==> config.mk <==
export PLATFORM = sky130hd
export DESIGN_NAME = usdc_config
export DESIGN_NICKNAME = d
export VERILOG_FILES = /design/src/usdc_pkg.sv /design/src/usdc_uid_gen.sv /design/src/usdc_desc_report.sv /design/src/usdc_config.sv
export VERILOG_INCLUDE_DIRS = /design/src /design/src/src
export SDC_FILE = /design/constraint.sdc
export NUM_CORES = 1
export LEC_CHECK = 0
export ABC_AREA = 1
export BUFFER_PORTS_ARGS = -buffer_cell sky130_fd_sc_hd__buf_4
export CELL_PAD_IN_SITES_DETAIL_PLACEMENT = 0
export CELL_PAD_IN_SITES_GLOBAL_PLACEMENT = 1
export CORE_ASPECT_RATIO = 1.75
export CORE_MARGIN = 2
export CORE_UTILIZATION = 40
export CTS_CLUSTER_SIZE = 8
export DETAILED_ROUTE_END_ITERATION = 10
export PLACE_DENSITY_LB_ADDON = 0.1
export SETUP_SLACK_MARGIN = 0.15
export SLEW_MARGIN = 20
export SYNTH_ARGS = -nofsm -noshare
export SYNTH_HDL_FRONTEND = slang
export SYNTH_HIERARCHICAL = 1
export SYNTH_SLANG_ARGS = --single-unit
==> constraint.sdc <==
create_clock -name clk_in -period 1.35 [get_ports clk_in]
set_input_delay 0.3375 -clock clk_in [delete_from_list [all_inputs] [get_ports clk_in]]
set_output_delay 0.3375 -clock clk_in [all_outputs]
set_load 0.02 [all_outputs]
==> src/usdc_defines.svh <==
// offsets, field layout, reset values and counts of the descriptor string config slice
// assumes: included by bare name from the design modules
`ifndef USDC_DEFINES_SVH
`define USDC_DEFINES_SVH

// register offsets, byte addressed, 8-bit registers
`define USDC_UID_FIRST 8'h10
`define USDC_UID_LAST 8'h1f
`define USDC_LANG_LOW_OFS 8'h20
`define USDC_LANG_HIGH_OFS 8'h21
`define USDC_SER_LEN_OFS 8'h22
`define USDC_MAKER_LEN_OFS 8'h23

// reset values
`define USDC_LANG_LOW_RST 8'h09
`define USDC_LANG_HIGH_RST 8'h04
`define USDC_SER_LEN_RST 6'h18
`define USDC_MAKER_LEN_RST 7'h00

// field widths
`define USDC_SER_LEN_W 6
`define USDC_MAKER_LEN_W 7

// string descriptor indices
`define USDC_IDX_LANG 8'h00
`define USDC_IDX_SERIAL 8'h01
`define USDC_IDX_MAKER 8'h03

// unique id formatting: version nibble in byte 6, variant bits in byte 8
`define USDC_UID_VER_BYTE 6
`define USDC_UID_VER_NIB 4'h4
`define USDC_UID_VAR_BYTE 8
`define USDC_UID_VAR_BITS 2'h2

// cycles of mixing before the unique id freezes
`define USDC_UID_SPIN 8'h80

`endif

==> src/usdc_pkg.sv <==
// types shared by the descriptor string config slice
// assumes: nothing beyond the defines header
package usdc_pkg;
  // configuration write/read request from eeprom loader or smbus slave
  typedef struct packed {
    logic wr;
    logic rd;
    logic [7:0] addr;
    logic [7:0] wdata;
  } usdc_cfg_req_t;

  // configuration read answer
  typedef struct packed {
    logic valid;
    logic [7:0] rdata;
  } usdc_cfg_rsp_t;

  // string descriptor query from the hub's control endpoint
  typedef struct packed {
    logic valid;
    logic [7:0] index;
  } usdc_desc_req_t;

  // string descriptor answer
  typedef struct packed {
    logic valid;
    logic supported;
    logic [6:0] length;
    logic [15:0] lang_code;
  } usdc_desc_rsp_t;

  // unique id generator phases
  typedef enum logic {
    USDC_UID_MIX,
    USDC_UID_HOLD
  } usdc_uid_state_t;
endpackage : usdc_pkg

==> src/usdc_uid_gen.sv <==
// unique id source: mixes an lfsr with a synchronised entropy pin, then freezes
// assumes: entropy pin is asynchronous; one clock, active-low async reset
`timescale 1ns/1ps
`default_nettype none
`include "usdc_defines.svh"

module usdc_uid_gen #(
  parameter logic [31:0] SEED = 32'h1234abcd // arbitrary value
) (
  input wire logic clk_in,
  input wire logic nrst_in,
  input wire logic entropy_in,
  output logic [127:0] uid_out,
  output logic uid_ready_out
);
  import usdc_pkg::*;

  // elaboration check: a zero seed would lock the lfsr
  if (SEED == 32'h0)
  begin : g_bad_seed
    $error("usdc_uid_gen: zero seed locks the lfsr");
  end

  logic ent_meta;
  logic ent_sync;
  logic [31:0] lfsr;
  logic [7:0] spin;
  usdc_uid_state_t state;

  // two-flop synchroniser for the entropy pin
  always_ff @(posedge clk_in or negedge nrst_in)
  begin
    if (!nrst_in)
    begin
      ent_meta <= 1'b0;
      ent_sync <= 1'b0;
    end
    else
    begin
      ent_meta <= entropy_in;
      ent_sync <= ent_meta;
    end
  end

  // mixing lfsr and spin counter
  always_ff @(posedge clk_in or negedge nrst_in)
  begin
    if (!nrst_in)
    begin
      lfsr <= SEED;
      spin <= 8'h00;
      state <= USDC_UID_MIX;
    end
    else
    begin
      unique case (state)
        USDC_UID_MIX:
        begin
          lfsr <= {lfsr[30:0], lfsr[31] ^ lfsr[21] ^ lfsr[1] ^ lfsr[0] ^ ent_sync};
          spin <= spin + 8'h01;
          if (spin == `USDC_UID_SPIN - 8'h01)
          begin
            state <= USDC_UID_HOLD;
          end
        end
        USDC_UID_HOLD:
        begin
          lfsr <= lfsr;
        end
      endcase
    end
  end

  // id shift register, formatted as version 4 once frozen
  always_ff @(posedge clk_in or negedge nrst_in)
  begin
    if (!nrst_in)
    begin
      uid_out <= 128'h0;
      uid_ready_out <= 1'b0;
    end
    else if (state == USDC_UID_MIX)
    begin
      uid_out <= {uid_out[126:0], lfsr[31]}; // device-supplied bits
    end
    else if (!uid_ready_out)
    begin
      uid_out[`USDC_UID_VER_BYTE*8+4 +: 4] <= `USDC_UID_VER_NIB;
      uid_out[`USDC_UID_VAR_BYTE*8+6 +: 2] <= `USDC_UID_VAR_BITS;
      uid_ready_out <= 1'b1;
    end
  end
endmodule : usdc_uid_gen
`default_nettype wire

==> src/usdc_desc_report.sv <==
// answers string descriptor queries with length and language code
// assumes: queries come from same-clock control logic
`timescale 1ns/1ps
`default_nettype none
`include "usdc_defines.svh"

module usdc_desc_report (
  input wire logic clk_in,
  input wire logic nrst_in,
  input wire usdc_pkg::usdc_desc_req_t req_in,
  input wire logic [7:0] lang_low_in,
  input wire logic [7:0] lang_high_in,
  input wire logic [5:0] ser_len_in,
  input wire logic [6:0] maker_len_in,
  output usdc_pkg::usdc_desc_rsp_t rsp_out
);
  import usdc_pkg::*;

  // one-cycle registered answer
  always_ff @(posedge clk_in or negedge nrst_in)
  begin
    if (!nrst_in)
    begin
      rsp_out <= '0;
    end
    else
    begin
      rsp_out.valid <= req_in.valid;
      rsp_out.lang_code <= {lang_high_in, lang_low_in}; // single language
      rsp_out.supported <= 1'b0;
      rsp_out.length <= 7'h00;
      if (req_in.valid)
      begin
        if (req_in.index == `USDC_IDX_LANG)
        begin
          rsp_out.supported <= 1'b1; // index 0 carries the code
          rsp_out.length <= 7'h02;
        end
        else if (req_in.index == `USDC_IDX_SERIAL)
        begin
          rsp_out.supported <= (ser_len_in != 6'h00);
          rsp_out.length <= {1'b0, ser_len_in};
        end
        else if (req_in.index == `USDC_IDX_MAKER)
        begin
          rsp_out.supported <= (maker_len_in != 7'h00); // zero hides it
          rsp_out.length <= maker_len_in;
        end
      end
    end
  end
endmodule : usdc_desc_report
`default_nettype wire

==> src/usdc_config.sv <==
// descriptor identity config registers of a usb hub: unique id, language code,
// serial and maker string lengths, with conditional overwrite by eeprom/smbus
// assumes: config port and enables come from same-clock logic; entropy pin is async
//
// Contract
// - sixteen read-only id bytes at 10h-1Fh
// - the device itself supplies id bytes
// - id formatted as RFC 4122 UUID
// - low language byte returned at index 0
// - exactly one language code, low plus high
// - low language byte resets to 09h
// - high language byte resets to 04h
// - language bytes writable only when custom strings set
// - serial length bits 5:0, reset 18h
// - serial length writable only when custom serial set
// - nonzero serial length returned at index 1
// - serial length bits 7:6 read zero
// - maker length resets to zero
`timescale 1ns/1ps
`default_nettype none
`include "usdc_defines.svh"

module usdc_config #(
  parameter logic [31:0] UID_SEED = 32'h5a5a0f0f // arbitrary value
) (
  input wire logic clk_in,
  input wire logic nrst_in,
  input wire usdc_pkg::usdc_cfg_req_t cfg_req_in,
  input wire logic custom_strings_enable_in,
  input wire logic custom_serial_enable_in,
  input wire logic entropy_in,
  input wire usdc_pkg::usdc_desc_req_t desc_req_in,
  output usdc_pkg::usdc_cfg_rsp_t cfg_rsp_out,
  output usdc_pkg::usdc_desc_rsp_t desc_rsp_out,
  output logic [127:0] container_id_out,
  output logic container_id_ready_out
);
  import usdc_pkg::*;

  logic [7:0] language_code_low;
  logic [7:0] language_code_high;
  logic [5:0] serial_string_length;
  logic [6:0] maker_string_length;
  logic [127:0] uid;
  logic uid_ready;
  logic [7:0] next_rdata;

  // true when addr falls in the unique id range
  function automatic logic in_uid(input logic [7:0] addr);
    in_uid = (addr >= `USDC_UID_FIRST) && (addr <= `USDC_UID_LAST);
  endfunction : in_uid

  // true for a write that hits addr
  function automatic logic wr_hit(input usdc_cfg_req_t req, input logic [7:0] addr);
    wr_hit = req.wr && (req.addr == addr);
  endfunction : wr_hit

  // device-supplied unique id
  usdc_uid_gen #(
    .SEED(UID_SEED)
  ) u_uid (
    .clk_in(clk_in),
    .nrst_in(nrst_in),
    .entropy_in(entropy_in),
    .uid_out(uid),
    .uid_ready_out(uid_ready)
  );

  // language code bytes, gated by custom strings enable
  always_ff @(posedge clk_in or negedge nrst_in)
  begin
    if (!nrst_in)
    begin
      language_code_low <= `USDC_LANG_LOW_RST;
      language_code_high <= `USDC_LANG_HIGH_RST;
    end
    else if (custom_strings_enable_in) // otherwise writes dropped
    begin
      if (wr_hit(cfg_req_in, `USDC_LANG_LOW_OFS))
      begin
        language_code_low <= cfg_req_in.wdata;
      end
      if (wr_hit(cfg_req_in, `USDC_LANG_HIGH_OFS))
      begin
        language_code_high <= cfg_req_in.wdata;
      end
    end
  end

  // serial string length, gated by custom serial enable
  always_ff @(posedge clk_in or negedge nrst_in)
  begin
    if (!nrst_in)
    begin
      serial_string_length <= `USDC_SER_LEN_RST;
    end
    else if (custom_serial_enable_in && wr_hit(cfg_req_in, `USDC_SER_LEN_OFS))
    begin
      serial_string_length <= cfg_req_in.wdata[`USDC_SER_LEN_W-1:0];
    end
  end

  // maker string length, gated by custom strings enable
  always_ff @(posedge clk_in or negedge nrst_in)
  begin
    if (!nrst_in)
    begin
      maker_string_length <= `USDC_MAKER_LEN_RST;
    end
    else if (custom_strings_enable_in && wr_hit(cfg_req_in, `USDC_MAKER_LEN_OFS))
    begin
      maker_string_length <= cfg_req_in.wdata[`USDC_MAKER_LEN_W-1:0];
    end
  end

  // read decode; unmapped offsets read zero
  always_comb
  begin
    next_rdata = 8'h00;
    if (in_uid(cfg_req_in.addr))
    begin
      next_rdata = uid[8*(cfg_req_in.addr[3:0]) +: 8]; // read-only id bytes
    end
    else
    begin
      unique case (cfg_req_in.addr)
        `USDC_LANG_LOW_OFS: next_rdata = language_code_low;
        `USDC_LANG_HIGH_OFS: next_rdata = language_code_high;
        `USDC_SER_LEN_OFS: next_rdata = {2'b00, serial_string_length};
        `USDC_MAKER_LEN_OFS: next_rdata = {1'b0, maker_string_length};
        default: next_rdata = 8'h00;
      endcase
    end
  end

  // registered read answer, one cycle after the request
  always_ff @(posedge clk_in or negedge nrst_in)
  begin
    if (!nrst_in)
    begin
      cfg_rsp_out <= '0;
    end
    else
    begin
      cfg_rsp_out.valid <= cfg_req_in.rd;
      cfg_rsp_out.rdata <= cfg_req_in.rd ? next_rdata : 8'h00;
    end
  end

  // container id presented to the descriptor logic
  always_ff @(posedge clk_in or negedge nrst_in)
  begin
    if (!nrst_in)
    begin
      container_id_out <= 128'h0;
      container_id_ready_out <= 1'b0;
    end
    else
    begin
      container_id_out <= uid;
      container_id_ready_out <= uid_ready;
    end
  end

  // string descriptor lengths and language code; loader keeps length legal
  usdc_desc_report u_report (
    .clk_in(clk_in),
    .nrst_in(nrst_in),
    .req_in(desc_req_in),
    .lang_low_in(language_code_low),
    .lang_high_in(language_code_high),
    .ser_len_in(serial_string_length),
    .maker_len_in(maker_string_length),
    .rsp_out(desc_rsp_out)
  );
endmodule : usdc_config
`default_nettype wire

Word-level counts from Yosys, hierarchy flattened
Cells that the tools add are included.

Register bits after elaboration: 364. Bits in latches: 0. Memory bits (writable): 0. Bits in read-only memories: 0. Memories kept: 0.

$add $sub $neg: 1. $mul: 0. Div/mod/pow operators: 0. Magnitude comparators: 2. Eq/ne operators: 8. Shift-type cells: 1. Multiplexer cells: 14. Bitwise gates (word level): 4. Reductions and logical operators: 12.

Operators by type and width (count): $shiftx 128x8->8 (1); $mux 8 (6); $eq 8x6->1 const B (4); $mux 32 (1); $pmux 8 s4 (1); $add 8x1->8 const B (1); $eq 8x1->1 const B (1); $eq 8x2->1 const B (1); $eq 8x7->1 const B (1); $ge 8x5->1 const B (1); $le 8x5->1 const B (1); $logic_not 8->1 (1); $mux 4 (2); $logic_and 1x1->1 (7); $reduce_bool 7->1 (1); $reduce_bool 6->1 (1); $mux 2 (2); $reduce_and 2->1 (2); $xor 1x1->1 (4); $mux 1 (2); $ne 2x2->1 const B (1).

Longest topological paths before layout
Depth after elaboration: 5. Gate-level depth with buffers: 12. Mapped depth without buffers: 10.

By module
Netlist, hierarchy kept.

By module, submodules not included: usdc_config (instances 1, cells each 731, area each 6804.0 um2, seq. area each 4185.3 um2); usdc_uid_gen (instances 1, cells each 732, area each 6750.2 um2, seq. area each 4324.1 um2); usdc_desc_report (instances 1, cells each 92, area each 937.1 um2, seq. area each 625.6 um2).

Worst setup path before layout
OpenSTA, ideal clock, no wires.

Kind: input to register. Start point: input cfg_req_in[9] (netlist name). End point: register language_code_high[5]. Arrival time: 1.232 ns. Setup slack: -0.002 ns. Cell stages on the path: 10. Path buffers: 2. Path through: buf_6 -> inv_8 -> nand2_8 -> nor2_8 -> nand2_2 -> inv_2 -> nand2_4 -> buf_6 -> nand2_1 -> o21ai_2.

Longest elaborated chain between the ends: 3.

Ends and longest elaborated chain: start, declared (RTL line usdc_config.sv:28) `input wire usdc_pkg::usdc_cfg_req_t cfg_req_in,`; $eq 8x6->1 (RTL line usdc_config.sv:55) `wr_hit = req.wr && (req.addr == addr);`; $logic_and 1x1->1 (RTL line usdc_config.sv:55); $reduce_and 2->1 (no source line); end signal, assigned (RTL line usdc_config.sv:75) `` language_code_high <= `USDC_LANG_HIGH_RST; ``; end signal, assigned (RTL line usdc_config.sv:85) `language_code_high <= cfg_req_in.wdata;`; end, declared (RTL line usdc_config.sv:41) `logic [7:0] language_code_high;`.

Every way passes these cells. A chain may end at the register's enable or synchronous reset.

Worst setup path after layout
Start point: register cfg_rsp_out[1] (netlist name). End point: output cfg_rsp_out[1] (netlist name).

RTL lines: start, declared (RTL line usdc_config.sv:33) `output usdc_pkg::usdc_cfg_rsp_t cfg_rsp_out,`.

No word-level cell between the ends.

==> results.md <==
* Yosys reg bits at 364
* Fraction of registers with async set/reset at 1.00
* Initial core utilization at 0.403
* Synthesis Warnings at 6
* Post-Synthesis Cells at 1555
* Crit path time final at 1.49 ns
* Startpoint types: flip-flop
* Reg-to-reg critical path startpoint: u_uid/state$_DFF_PN0_
* Fmax achieved at 673 MHz
* Aggregate routed wire length at 45.3 mm
* Port bufs at 194
* Critical path's top delay family: flip-flops
* RR Endpoint: u_uid/uid_out[74]$_DFFE_PN0N_
* Yosys cell types at 39
* Ranking of synthesized cells by area: dfrtp_1 (59%), nand2_1 (18%), dfstp_2 (3.8%)
* Run status: finished, violations left
* Vias in the first global route at 12.0k
* Total negative slack at -7.77 ns
* Detailed-route via count at 11.5k
* Clock root buffer: clkbuf_16
* Slowest cell on crit path: dfrtp_2
* Rel. slew slack at 0.748
* Post-Syn Area per Cell at 9.32 µm²
* Site Rows at 92
* Top-Level Pins at 195
* N_diodes at 0
* Final nets at 1982
* Crit path largest cell delay at 0.44 ns
* Final Hold Fails at 0
* Gr usage total at 0.231
* Worst setup EP type: output port
* Post-synth top area cell: dfrtp_1
* Worst hold path class: input pin to flip-flop
* Lkg Pwr at 0.0112 µW
* Crit-path cells: buf_6
* Crit path buffers/inverters at 1
* Hold slack at 0.0578 ns
* Final Instance Count excl. Fillers at 2441
* First-pass detailed-route iteration total at 5
* Avg Vias per Cell at 4.72
* Top sig layer: met4
* Setup Crit Path Kind: flip-flop to output port
* Synthesized cell area at 14500 µm²
* Top-area cell type share of the netlist area at 0.592
* Die extent in y at 256 µm
* RSZ-0062 raised after global routing: yes
* FF-to-FF setup slack at 0 ns
* Post-layout instance area at 21600 µm²
* WL met3 at 1.87 mm
* Core area at 35900 µm²
* Pwr Density at 1270 nW/µm²
* 1st-iter DRT viols at 594
* Critical Path AT at 1.15 ns
* CTS tree: yes
* CP max FO at 1
* CTS buffer count at 51
* Die X-Extent at 148 µm
* Most common cell in the netlist: nand2_1
* Sequential cell area fraction in the yosys report at 0.630
* Worst Skew at 0.0162 ns
* Avg WL per Cell at 18.6 µm
* Count of final max-slew check failures at 0
* M1 WL at 16.1 mm
* Final period util at 1.10
* Worst-Margin Slew at 0.378 ns
* P&R area growth vs syn at 49.1%
* H-tree levels at 2
* Bufs on Longest Clock Path at 3
* RD Place Congestion at 0.854
* Clk slew on worst S/H paths at 0.05 ns
* VDD IR max at 0.865 mV
* Hold Path Origin: cfg_req_in[7]
* Dpl hpwl at 29.3 mm
* Endpoints failing setup at 163
* Failing checks: setup timing
* DR DRC count at 0
* WL met2 at 25.0 mm
* Synth Flop Type: dfrtp_1
* Number of cells on the worst reg-to-reg path at 7
* Clock Sinks at 364
* Synth Net Count at 1588
* Post-route ant nets at 0
* Share of layout cells above drive strength 1 at 0.422
* PnR worst setup slack at -0.136 ns
* Die Area at 37800 µm²
* Commonest cells in the netlist: nand2_1 (705), dfrtp_1 (343), inv_1 (136)
* Hold Path Cell Cnt at 3
* # Max-Cap Violations at 0
* Largest net degree at the start of global routing at 72
* First-pass GRT wire length at 67.7 mm
* Initial antenna violation count at 0
* Req. time, crit path at 1.01 ns
* Dpl cells at 2260
* Placed cell area at 17100 µm²
* Hold Path End: language_code_low[7]$_DFFE_PN0P_
* Post-synth EDFFs at 0
* Gr ovfl total at 0
* Worst skew pair latency at 0.56 ns
-- report_power, final --
part,internal (µW),total [µW],switching (µW)
Combinational,1520,3360,1850
Clock,6830,11300,4520
Sequential,12000,12700,676
-- worst max-delay path by stage --
stage | startpoint | to | slack, ns | cells past startpoint
after CTS | cfg_rsp_out[1]$_DFF_PN0_ | cfg_rsp_out[1] | -0.16 | 1
final | cfg_rsp_out[1]$_DFF_PN0_ | cfg_rsp_out[1] | -0.14 | 1
after floorplan | cfg_req_in[11] | language_code_high[5]$_DFFE_PN0P_ | 0.05 | 10
after global routing | cfg_rsp_out[1]$_DFF_PN0_ | cfg_rsp_out[1] | -0.15 | 1
after detailed placement | cfg_req_in[8] | cfg_rsp_out[7]$_DFF_PN0_ | -0.39 | 11
after global placement | cfg_req_in[8] | cfg_rsp_out[7]$_DFF_PN0_ | -0.36 | 11
-- cells by family after synthesis --
family | after synthesis | synth area share
simple gates | 901 | 0.256
flops | 364 | 0.630
buf+inv | 205 | 0.0762
compound gates | 79 | 0.0335
xor+xnor | 5 | 0.00302
fa+ha+maj | 1 | 0.000863
-- sequential cells by signal, summed over array words and instances (netlist names) --
register	flops
container_id_out	128
u_uid/uid_out	128
u_uid/lfsr	32
u_report/rsp_out	25
cfg_rsp_out	9
language_code_high	8
language_code_low	8
u_uid/spin	8
maker_string_length	7
serial_string_length	6
container_id_ready_out	1
u_uid/ent_meta	1
u_uid/ent_sync	1
u_uid/state	1
u_uid/uid_ready_out	1
-- routing by layer --
layer,GRT usage,vias to the layer above
met4,0.0968,0
met3,0.0373,104
met1,0.259,5584
li1,-,5498
met2,0.431,330
met5,0,-
-- through the flow --
stage	utilization	total power (µW)	setup WS, ns
4_1_cts	0.564	27200	-0.159
5_1_grt	0.602	28600	-0.150
3_3_place_gp	0.476	15400	-0.362
2_1_floorplan	-	14000	0.0474
3_5_place_dp	0.476	15400	-0.385
6_report	0.602	27400	-0.136
-- worst reg2reg max path, stage by stage (launching register included) --
cell	delay, ns
dfrtp_4	0.54
inv_8	0.11
buf_12	0.14
buf_12	0.11
buf_12	0.11
buf_16	0.16
nand2_4	0.05
nand2_2	0.06
-- layout by cell type, fill, tap and decap left out, drive strengths merged --
cell type    Yosys  layout
dfstp           21      21
o21ai           57      57
nor2           113     113
ha               1       1
nand3b           2       2
o22ai            3       3
xnor2            3       3
dlygate4sd3      0       4
inv            142     145
dfrtp          343     343
nand2          716     716
buf             61     389
nor3             3       3
a21oi           17      17
o21bai           1       1
nand3           56      56
clkinv           1       2
xor2             2       2
a22oi            1       1
nand4            6       6
clkbuf           1      81
or2              5       5
-- layout make-up --
type	count	area (µm²)
Fill cell	3160	14300
Inverter	143	582
Clock inverter	4	31.3
Timing Repair Buffer	403	4640
Clock buffer	71	1350
Multi-Input combinational cell	986	5240
Sequential cell	364	9170
Tap cell	470	588
-- timing repair --
item / CTS / global route
setup endpoints to repair: 285 / 314
resized for setup: 315 / 270
hold buffers: 4 / 0
cloned: 11 / 13
setup buffers: 48 / 30
hold endpoints to repair: 200 / 0
pin swaps: 48 / 116
Power figures use the tool's default switching activity.
